## config.mk

```make
export PLATFORM = sky130hd
export DESIGN_NAME = mac_station_address_filter
export DESIGN_NICKNAME = d
export VERILOG_FILES = /design/src/rtl/mac_station_pkg.sv /design/src/rtl/station_cmp_if.sv /design/src/rtl/station_match.sv /design/src/rtl/mac_station_address_filter.sv
export VERILOG_INCLUDE_DIRS = /design/src /design/src/rtl
export SDC_FILE = /design/constraint.sdc
export NUM_CORES = 1
export LEC_CHECK = 0
export ABC_AREA = 1
export BUFFER_PORTS_ARGS = -buffer_cell sky130_fd_sc_hd__buf_2
export CORE_MARGIN = 3
export CORE_UTILIZATION = 46
export CTS_CLUSTER_DIAMETER = 120
export DETAILED_ROUTE_END_ITERATION = 16
export MAX_ROUTING_LAYER = met4
export PLACE_DENSITY = 0.69
export SLEW_MARGIN = 20
export SYNTH_ARGS = -nofsm -noshare
export SYNTH_HDL_FRONTEND = slang
export SYNTH_SLANG_ARGS = --single-unit
```

## constraint.sdc

```tcl
create_clock -name core_clk -period 4.5 [get_ports core_clk]
set_input_delay 0.225 -clock core_clk [delete_from_list [all_inputs] [get_ports core_clk]]
set_output_delay 0.225 -clock core_clk [all_outputs]
set_load 0.01 [all_outputs]
```

## src/rtl/mac_station_params.svh

```systemverilog
// Offsets, field positions, reset values and sizes of the station address block.
`ifndef MAC_STATION_PARAMS_SVH
`define MAC_STATION_PARAMS_SVH

// ************************************************************
// Register byte offsets on the bus
// ************************************************************
`define MSA_OFF_ADDR0_LOW  8'h00
`define MSA_OFF_ADDR1_HIGH 8'h04
`define MSA_OFF_ADDR1_LOW  8'h08
`define MSA_OFF_CONFIG     8'h0C

// ************************************************************
// Field positions
// ************************************************************
`define MSA_AE_BIT      31
`define MSA_SA_BIT      30
`define MSA_MBC_HI      29
`define MSA_MBC_LO      24
`define MSA_RSVD_HI     23
`define MSA_RSVD_LO     16
`define MSA_UPPER_HI    15
`define MSA_UPPER_LO    0
`define MSA_CFG_DSYNC   0
`define MSA_CFG_BIGEND  1
`define MSA_CFG_BUSY    2
`define MSA_LANE_LE     3
`define MSA_LANE_BE     0

// ************************************************************
// Reset values and sizes
// ************************************************************
`define MSA_LOW_RST     32'hFFFF_FFFF
`define MSA_UPPER_RST   16'hFFFF
`define MSA_MASK_RST    6'h00
`define MSA_MASK_ALL    6'h3F
`define MSA_RSVD_VAL    8'h00
`define MSA_ADDR_BYTES  6
`define MSA_SYNC_STAGES 2

`endif

```

## src/rtl/mac_station_pkg.sv

```systemverilog
// Types shared by the station address block and its byte matcher.
package mac_station_pkg;
	typedef logic [47:0] mac_addr_t;
	typedef logic [5:0]  byte_mask_t;
	typedef logic [31:0] word_t;
endpackage

```

## src/rtl/station_cmp_if.sv

```systemverilog
// Carrier between the station register logic and the byte matcher.
`timescale 1ns/100ps
`default_nettype none
interface station_cmp_if;
	import mac_station_pkg::*;
	mac_addr_t  stored;
	mac_addr_t  frame;
	byte_mask_t mask;
	logic       enable;
	logic       hit;
	modport filter (output stored, output frame, output mask, output enable, input hit);
	modport matcher (input stored, input frame, input mask, input enable, output hit);
endinterface
`default_nettype wire

```

## src/rtl/station_match.sv

```systemverilog
// Per-byte masked comparison of a frame address against a stored station address.
`timescale 1ns/100ps
`default_nettype none
`include "mac_station_params.svh"
module station_match (
	station_cmp_if.matcher cmp
);
	import mac_station_pkg::*;

	logic [`MSA_ADDR_BYTES-1:0] byteOk;

	// mask bit i excludes byte i, byte 0 being the first on the wire.
	genvar i;
	for (i = 0; i < `MSA_ADDR_BYTES; i = i + 1) begin : g_byte
		assign byteOk[i] = cmp.mask[i] | (cmp.frame[8*i +: 8] == cmp.stored[8*i +: 8]);
	end

	// hit only when enabled and every unmasked byte agrees.
	assign cmp.hit = cmp.enable & (&byteOk);
endmodule
`default_nettype wire

```

## src/rtl/mac_station_address_filter.sv

```systemverilog
// Station address registers with Wishbone access, staged update and address-one filter.
//
// Notes on behaviour
// - Address-zero low word, resets ones, filter/pause.
// - Staged update starts only on trigger byte.
// - Address one filters only while enabled.
// - Selector picks source or destination field.
// - Each mask bit drops one address byte.
// - Match on unmasked bytes; mask resets zero.
// - High register bits 23:16 read zero.
// - Upper sixteen bits read-write, reset ones.
// - First received byte compares with bits 7:0.
`timescale 1ns/100ps
`default_nettype none
`include "mac_station_params.svh"
module mac_station_address_filter (
	input  wire logic                  core_clk,
	input  wire logic                  srst,
	input  wire logic                  cyc_i,
	input  wire logic                  stb_i,
	input  wire logic                  we_i,
	input  wire logic [7:0]            adr_i,
	input  wire logic [3:0]            sel_i,
	input  wire mac_station_pkg::word_t dat_i,
	output var   mac_station_pkg::word_t dat_o,
	output logic                       ack_o,
	input  wire logic                  frameValid,
	input  wire mac_station_pkg::mac_addr_t frameDestAddr,
	input  wire mac_station_pkg::mac_addr_t frameSrcAddr,
	output var   mac_station_pkg::word_t station0Low,
	output logic                       station1Hit,
	output logic                       hitValid
);
	import mac_station_pkg::*;

	// ************************************************************
	// Software-visible registers and their staged copies
	// ************************************************************
	word_t       addr0Low;
	logic [15:0] addr1Upper;
	logic        addr1Enable;
	logic        addr1SrcSel;
	byte_mask_t  addr1Mask;
	word_t       addr1Low;
	logic        doubleSync;
	logic        bigEndian;
	logic [15:0] shUpper;
	logic        shEnable;
	logic        shSrcSel;
	byte_mask_t  shMask;
	word_t       shLow;
	logic [`MSA_SYNC_STAGES-1:0] syncPipe;
	word_t       readWord;
	word_t       highWord;
	word_t       merged;
	logic        commit;
	logic        syncStart;
	mac_addr_t   selField;

	station_cmp_if cmp ();

	// Merges write data into an old word under the byte enables.
	function automatic word_t laneMerge(input word_t oldWord, input word_t newWord,
		input logic [3:0] sel);
		word_t r;
		r = oldWord;
		for (int b = 0; b < 4; b++) begin
			if (sel[b]) begin
				r[8*b +: 8] = newWord[8*b +: 8];
			end
		end
		return r;
	endfunction

	// ************************************************************
	// Wishbone slave
	// ************************************************************

	// The write lands on the edge where the master sees ack, never earlier.
	assign commit = cyc_i & stb_i & we_i & ack_o;

	// Ack rises one cycle after the request and drops the cycle after.
	always_ff @(posedge core_clk) begin
		if (srst) begin
			ack_o <= 1'b0;
		end else begin
			ack_o <= cyc_i & stb_i & ~ack_o;
		end
	end

	// reserved bits of the high word always read as zero.
	assign highWord = {addr1Enable, addr1SrcSel, addr1Mask, `MSA_RSVD_VAL, addr1Upper};

	// Read multiplexer; unmapped offsets read zero.
	always_comb begin
		case (adr_i)
			`MSA_OFF_ADDR0_LOW:  readWord = addr0Low;
			`MSA_OFF_ADDR1_HIGH: readWord = highWord;
			`MSA_OFF_ADDR1_LOW:  readWord = addr1Low;
			`MSA_OFF_CONFIG:     readWord = {29'h0, |syncPipe, bigEndian, doubleSync};
			default:             readWord = 32'h0000_0000;
		endcase
	end

	// Read data is captured as ack rises and stays until the next read.
	always_ff @(posedge core_clk) begin
		if (srst) begin
			dat_o <= 32'h0000_0000;
		end else if (cyc_i & stb_i & ~we_i & ~ack_o) begin
			dat_o <= readWord;
		end
	end

	assign merged = laneMerge(adr_i == `MSA_OFF_ADDR1_HIGH ? highWord :
		adr_i == `MSA_OFF_ADDR1_LOW ? addr1Low :
		adr_i == `MSA_OFF_CONFIG ? readWord : addr0Low, dat_i, sel_i);

	// address-zero low word, all ones out of reset.
	always_ff @(posedge core_clk) begin
		if (srst) begin
			addr0Low <= `MSA_LOW_RST;
		end else if (commit && adr_i == `MSA_OFF_ADDR0_LOW) begin
			addr0Low <= merged;
		end
	end

	// address-one high word; mask resets to zero.
	always_ff @(posedge core_clk) begin
		if (srst) begin
			addr1Upper  <= `MSA_UPPER_RST;
			addr1Enable <= 1'b0;
			addr1SrcSel <= 1'b0;
			addr1Mask   <= `MSA_MASK_RST;
		end else if (commit && adr_i == `MSA_OFF_ADDR1_HIGH) begin
			addr1Upper  <= merged[`MSA_UPPER_HI:`MSA_UPPER_LO];
			addr1Enable <= merged[`MSA_AE_BIT];
			addr1SrcSel <= merged[`MSA_SA_BIT];
			addr1Mask   <= merged[`MSA_MBC_HI:`MSA_MBC_LO];
		end
	end

	// Address-one low word; holds ones until software loads it.
	always_ff @(posedge core_clk) begin
		if (srst) begin
			addr1Low <= `MSA_LOW_RST;
		end else if (commit && adr_i == `MSA_OFF_ADDR1_LOW) begin
			addr1Low <= merged;
		end
	end

	// Staging mode and byte order.
	always_ff @(posedge core_clk) begin
		if (srst) begin
			doubleSync <= 1'b0;
			bigEndian  <= 1'b0;
		end else if (commit && adr_i == `MSA_OFF_CONFIG) begin
			doubleSync <= merged[`MSA_CFG_DSYNC];
			bigEndian  <= merged[`MSA_CFG_BIGEND];
		end
	end

	// ************************************************************
	// Staged update of the consumer copies
	// ************************************************************

	// only the trigger byte lane of a low-word write starts a transfer.
	assign syncStart = doubleSync & commit &
		(adr_i == `MSA_OFF_ADDR0_LOW | adr_i == `MSA_OFF_ADDR1_LOW) &
		(bigEndian ? sel_i[`MSA_LANE_BE] : sel_i[`MSA_LANE_LE]);

	// a later trigger inside the window enters the stages behind the earlier one, which still completes.
	always_ff @(posedge core_clk) begin
		if (srst) begin
			syncPipe <= '0;
		end else begin
			syncPipe <= {syncPipe[`MSA_SYNC_STAGES-2:0], syncStart};
		end
	end

	// consumer copies follow live values directly or at the last stage.
	always_ff @(posedge core_clk) begin
		if (srst) begin
			station0Low <= `MSA_LOW_RST;
			shUpper     <= `MSA_UPPER_RST;
			shEnable    <= 1'b0;
			shSrcSel    <= 1'b0;
			shMask      <= `MSA_MASK_RST;
			shLow       <= `MSA_LOW_RST;
		end else if (!doubleSync || syncPipe[`MSA_SYNC_STAGES-1]) begin
			station0Low <= addr0Low;
			shUpper     <= addr1Upper;
			shEnable    <= addr1Enable;
			shSrcSel    <= addr1SrcSel;
			shMask      <= addr1Mask;
			shLow       <= addr1Low;
		end
	end

	// ************************************************************
	// Address-one perfect filter
	// ************************************************************

	// the selector chooses which frame field is compared.
	assign selField = shSrcSel ? frameSrcAddr : frameDestAddr;

	// stored low word byte 0 lines up with the first received byte.
	assign cmp.stored = {shUpper, shLow};
	assign cmp.frame  = selField;
	assign cmp.mask   = shMask;
	assign cmp.enable = shEnable;

	station_match u_match (
		.cmp (cmp.matcher)
	);

	// a disabled address never hits; the verdict is registered.
	always_ff @(posedge core_clk) begin
		if (srst) begin
			station1Hit <= 1'b0;
			hitValid    <= 1'b0;
		end else begin
			hitValid    <= frameValid;
			station1Hit <= frameValid & cmp.hit;
		end
	end
endmodule
`default_nettype wire

```

==> results.sh, run 1 <==
export IMPL_endpoint_kind="flip-flop"
export IMPL_synth_top_area_cell="dfxtp_1"
export IMPL_drt_total_wl_mm=31.8
export IMPL_final_core_util=0.555
export IMPL_syn_avg_cell_area_sq_um=6.52
export IMPL_synth_warnings=0
export IMPL_drive_above_1_share=0.160
export IMPL_ys_top_cells_by_count="nand2_1, dfxtp_1, a21oi_1"
export IMPL_setup_tns_ns=0
export IMPL_arrival_ns=3.06
export IMPL_grt_overflow_total=0
export IMPL_p_total_mw=3.90
export IMPL_syn_inst=1609
export IMPL_antenna_left=0
export IMPL_synth_edff_count=0
export IMPL_final_hold_viol_count=0
export IMPL_area_growth_pct=16.8
export IMPL_avgRoutedWirePerCell_um=15.5
export IMPL_grt_total_usage=0.257
export IMPL_rows=54
export IMPL_root_buffer="clkbuf_16"
export IMPL_fin_crit_sh=0.599
export IMPL_die_h_um=157
export IMPL_drc=0
export IMPL_synth_nets=1755
export IMPL_io_pins=213
export IMPL_setup_violations=0
export IMPL_synth_area_mux_share=0
export IMPL_r2r_start="ack_o"
export IMPL_status="completed"
export IMPL_grt_use_met2=0.450
export IMPL_slowest_delay_ns=0.63
export IMPL_cts_tree="built"
export IMPL_min_period_ns=2.70
export IMPL_finalNonFillerCells=2052
export IMPL_critPathLaunch="ack_o"
export IMPL_grt_max_degree=91
export IMPL_drtIter0Drc=691
export IMPL_synth_top_family_by_area="simple AND/OR/NAND/NOR gates"
export IMPL_die_area_sq_mm=0.0247
export IMPL_yosysMostFrequentCell="nand2_1"
export IMPL_critical_path_class="flip-flop to flip-flop"
export IMPL_rsz0062_at_grt="no"
export IMPL_viasPerCell=5.28
export IMPL_cp_data_required_time_ns=4.87
export IMPL_max_freq_mhz=371
export IMPL_netlist_area_sq_mm=0.0105
export IMPL_ys_seq_elements=215
export IMPL_slew_headroom=0.380
export IMPL_crit_chain="inv_1, nor3_1, inv_1, nor2_4, inv_2, a21oi_1, o21ai_1"
export IMPL_hpwl_mm=23.2
export IMPL_cp_max_fo=39
export IMPL_whs_ns=0.0202
export IMPL_crit_top_cell="inv_1"
export IMPL_start_util=0.475
export IMPL_clockBufferDepth=3
export IMPL_synth_top_area_frac=0.410
export IMPL_cts_repair_resized=0
export IMPL_num_vias=10800
export IMPL_cts_inserted_buffers=23
export IMPL_yosys_cell_types_count=28
export IMPL_cp_slowest_cell="nor2_4"
export IMPL_crit_end="addr0Low[0]"
export IMPL_ir_drop_mv=0.234
export IMPL_fin_nets=1904
export IMPL_synthTopCellsByArea="dfxtp_1, nand2_1, a21oi_1"
export IMPL_diodes=0
export IMPL_die_x_um=157
export IMPL_yosys_area_share_xor_xnor=0.00751
export IMPL_maxCapViolCount=0
export IMPL_p_leak_nw=6.14
export IMPL_reg2regPathDepth=7
export IMPL_p_per_area_mw_per_mm2=319
export IMPL_grt_pass1_vias=10100
export IMPL_ys_seq_area_frac=0.410
export IMPL_port_buffers=212
export IMPL_top_usage_layer="met2"
export IMPL_grt_use_met3=0.0261
export IMPL_place_congestion=0.941
export IMPL_grt_pass1_wl_mm=50.2
export IMPL_dp_cells=2012
export IMPL_cts_sinks=215
export IMPL_first_pass_iters=5
export IMPL_h_tree_depth=1
export IMPL_r2r_end="addr0Low[0]"
export IMPL_synth_compound_area_frac=0.190
export IMPL_maxSlewViolCount=0
export IMPL_core_area_sq_mm=0.0221
export IMPL_synth_simple_area_share=0.299
export IMPL_clock_latency_ns=0.51
export IMPL_grt_antenna_before_repair=0
export IMPL_reg2reg_slack_ns=1.80
export IMPL_cp_start_kind="flip-flop"
export IMPL_hp_class="primary input to flip-flop"
export IMPL_clkTransAtPathRegs_ns=0.06
export IMPL_ys_flop_type="dfxtp_1"
export IMPL_synth_fa_ha_area_frac=0
export IMPL_grtUsageMet1=0.309
export IMPL_async_flop_share=0
export IMPL_fillers=2248
export IMPL_worst_slew_pin_slew_ns=0.930
export IMPL_skew_ns=0.00725
timing repair:
| item | CTS | global route |
|---|---|---|
| hold buffers | 1 | 0 |
| endpoints found under the hold margin | 1 | 0 |
| setup buffers | 0 | 0 |
stage by stage:
stage,instance area [sq um],worst slack (ns)
global placement,11600,1.78
CTS,12300,1.82
global route,12300,1.67
detailed placement,11600,1.72
finish,12300,1.80
floorplan,10500,2.83
layout make-up:
cell class	count	area (sq um)	share of cell area
clock inverter	2	10.0	0.000817
tap	280	350	0.0286
inverter	145	546	0.0445
multi-input combinational	1151	5220	0.426
clock buffer	37	678	0.0553
timing repair buffer	222	1140	0.0931
sequential	215	4310	0.351
cells by family after synthesis:
logic type      count (synthesis)
compound gates                370
xor+xnor                        9
buf+inv                       243
flops                         215
simple gates                  772
critical path, delay by kind of cell (launching register included):
| kind | cells | cell delay [ns] |
|---|---|---|
| AO/OA/AOI/OAI | 2 | 0.34 |
| buffers and inverters | 3 | 0.84 |
| flip-flops | 1 | 0.38 |
| AND/OR/NAND/NOR | 2 | 0.98 |
power breakdown:
group / internal [mW] / switching [mW]
Sequential: 1.90 / 0.00108
Combinational: 0.0883 / 0.141
Clock: 1.02 / 0.747
Total: 3.01 / 0.890
state kept, by name, summed over array words and instances, names as in the netlist, 2 cells and up:
name         count
addr1Mask        6
addr1Upper      16
syncPipe         2
addr1Low        32
shLow           32
dat_o           32
station0Low     32
cmp.mask         6
addr0Low        32
shUpper         16
per-layer routing:
layer | vias up | routed length [um]
met3 | 89 | 1710
li1 | 5486 | -
met4 | 0 | 1230
met1 | 4893 | 12800
met5 | - | 0
met2 | 358 | 16000
worst min-delay path by stage:
stage	to	cells after the start	start	slack (ns)
after floorplan	hitValid	1	srst	0.31
after global placement	syncPipe[1]	2	syncPipe[0]	0.41
after detailed placement	syncPipe[1]	2	syncPipe[0]	0.42
after CTS	ack_o	3	stb_i	0.009
after global routing	ack_o	3	stb_i	0.05
final	ack_o	3	stb_i	0.02
cells in the final DEF, fill, tap and decap left out, drive strengths merged, types with 3 or more instances in the layout:
cell type,instances
nand2,605
buf,221
dfxtp,215
a21oi,197
inv,144
o21ai,118
nand3,106
o211ai,53
nor2,41
clkbuf,37
or2,11
xor2,9
nor3,5
nand4,4
clkinv,3
Power figures use the tool's default switching activity.
==> inputs of run 2 (changes only) <==
--- a/config.mk
+++ b/config.mk
@@ -13,7 +13,7 @@
 export CTS_CLUSTER_DIAMETER = 120
 export DETAILED_ROUTE_END_ITERATION = 16
 export MAX_ROUTING_LAYER = met4
-export PLACE_DENSITY = 0.69
+export PLACE_DENSITY = 0.71
 export SLEW_MARGIN = 20
 export SYNTH_ARGS = -nofsm -noshare
 export SYNTH_HDL_FRONTEND = slang
==> constraint.sdc (replaced) <==
create_clock -name core_clk -period 2.3 [get_ports core_clk]
set_input_delay 0.115 -clock core_clk [delete_from_list [all_inputs] [get_ports core_clk]]
set_output_delay 0.115 -clock core_clk [all_outputs]
set_load 0.01 [all_outputs]
==> run 2 against run 1 <==
First-iteration DRC count increased by 2.7%. Utilization up 2.2 points. Setup slack got worse by 1.3 ns. Critical path type unchanged. Largest cell class unchanged. Largest power group unchanged.
==> results.sh, run 2 (synthesis gave the netlist of run 1 again) <==
export IMPL_viasPerCell=5.29
export IMPL_diodes=0
export IMPL_avgRoutedWirePerCell_um=16.0
export IMPL_seqPwrFrac=0.474
export IMPL_rows=54
export IMPL_crit_end="addr0Low[27]"
export IMPL_final_cell_mix="nand2_1, dfxtp_1, buf_2"
export IMPL_cts_tree="built"
export IMPL_port_buffers=212
export IMPL_clkPwrFrac=0.464
export IMPL_die_area_sq_mm=0.0247
export IMPL_grt_total_usage=0.271
export IMPL_r2r_start="ack_o"
export IMPL_min_period_ns=1.84
export IMPL_num_vias=11100
export IMPL_root_buffer="clkbuf_16"
export IMPL_fin_nets=1947
export IMPL_reg2regPathDepth=7
export IMPL_skew_ns=0.0136
export IMPL_grt_max_degree=87
export IMPL_worst_slew_pin_slew_ns=0.942
export IMPL_cts_repair_resized=0
export IMPL_clkTransAtPathRegs_ns=0.06
export IMPL_maxCapViolCount=0
export IMPL_critical_path_class="flip-flop to flip-flop"
export IMPL_final_common_cell="nand2_1"
export IMPL_status="completed"
export IMPL_fillers=2189
export IMPL_grt_pass1_vias=10500
export IMPL_drive_above_1_share=0.167
export IMPL_cp_data_required_time_ns=2.66
export IMPL_drt_total_wl_mm=33.5
export IMPL_critPathLaunch="ack_o"
export IMPL_grt_antenna_before_repair=0
export IMPL_r2r_end="addr0Low[27]"
export IMPL_arrival_ns=2.20
export IMPL_switching_power_mw=1.76
export IMPL_hp_class="primary input to flip-flop"
export IMPL_start_util=0.475
export IMPL_rsz0062_at_grt="no"
export IMPL_cts_sinks=215
export IMPL_whs_path_depth=5
export IMPL_cp_start_kind="flip-flop"
export IMPL_comb_power_share=0.062
export IMPL_p_leak_nw=6.36
export IMPL_h_tree_depth=1
export IMPL_internal_power_mw=6.11
export IMPL_cts_hold_buf=25
export IMPL_whs_ns=0.00536
export IMPL_ir_drop_mv=0.442
export IMPL_endpoint_kind="flip-flop"
export IMPL_cts_inserted_buffers=23
export IMPL_p_per_area_mw_per_mm2=618
export IMPL_cp_max_fo=39
export IMPL_max_freq_mhz=542
export IMPL_hpwl_mm=24.1
export IMPL_io_pins=213
export IMPL_fin_crit_sh=0.802
export IMPL_maxSlewViolCount=0
export IMPL_final_hold_viol_count=0
export IMPL_post_cts_buffers=0
export IMPL_die_h_um=157
export IMPL_core_area_sq_mm=0.0221
export IMPL_drc=0
export IMPL_p_total_mw=7.87
export IMPL_clock_latency_ns=0.52
export IMPL_place_congestion=0.937
export IMPL_grt_pass1_wl_mm=52.6
export IMPL_first_pass_iters=5
export IMPL_drtIter0Drc=710
export IMPL_swShare=0.224
export IMPL_setup_violations=0
export IMPL_finalNonFillerCells=2093
export IMPL_setup_tns_ns=0
export IMPL_area_growth_pct=21.4
export IMPL_clockBufferDepth=3
export IMPL_grt_overflow_total=0
export IMPL_reg2reg_slack_ns=0.46
export IMPL_die_x_um=157
export IMPL_dp_cells=2031
export IMPL_slew_headroom=0.371
export IMPL_antenna_left=0
==> run 2: worst min-delay path by stage <==
stage,to,startpoint
global route,addr1Low[30],dat_i[30]
finish,syncPipe[0],we_i
CTS,syncPipe[0],we_i
floorplan,hitValid,srst
detailed placement,hitValid,frameValid
global placement,hitValid,frameValid
==> run 2: critical path, cell delays in order (launching register included) <==
cell,delay [ns]
dfxtp_1,0.37
inv_1,0.05
nor3_1,0.26
inv_1,0.21
nor2_4,0.16
inv_2,0.30
a21oi_1,0.23
o21ai_1,0.08
==> run 2: metal layers <==
metal  up-vias  share of wire  GRT usage  wire, um
met5         -              0          -         0
met4         0          0.033     0.0905      1100
met3        77          0.052     0.0275      1730
met2       355           0.51      0.485     17100
li1       5587              -          -         -
met1      5056           0.40      0.318     13500
==> run 2: cell type report <==
cell class	instances	area (sq um)	area share
Clock buffer	33	653	0.0513
Clock inverter	4	73.8	0.00580
Inverter	145	546	0.0428
Multi-Input combinational cell	1151	5220	0.410
Sequential cell	215	4310	0.338
Tap cell	280	350	0.0275
Timing Repair Buffer	265	1590	0.125
==> run 2: per-stage QoR <==
stage / cell area (sq um) / setup slack, ns / utilization
floorplan: 10500 / 0.629 / -
global placement: 11800 / 0.376 / 0.532
detailed placement: 11800 / 0.304 / 0.532
CTS: 12700 / 0.468 / 0.576
global route: 12700 / 0.208 / 0.576
finish: 12700 / 0.456 / 0.576
==> run 2: power by group through the flow <==
stage                     Clock, mW  Sequential [mW]  Combinational [mW]
after floorplan                   0             3.81               0.244
final                          3.65             3.73               0.492
after global placement            0             3.81               0.453
after global routing           3.85             3.73               0.552
after detailed placement          0             3.81               0.456
after CTS                      3.70             3.73               0.491
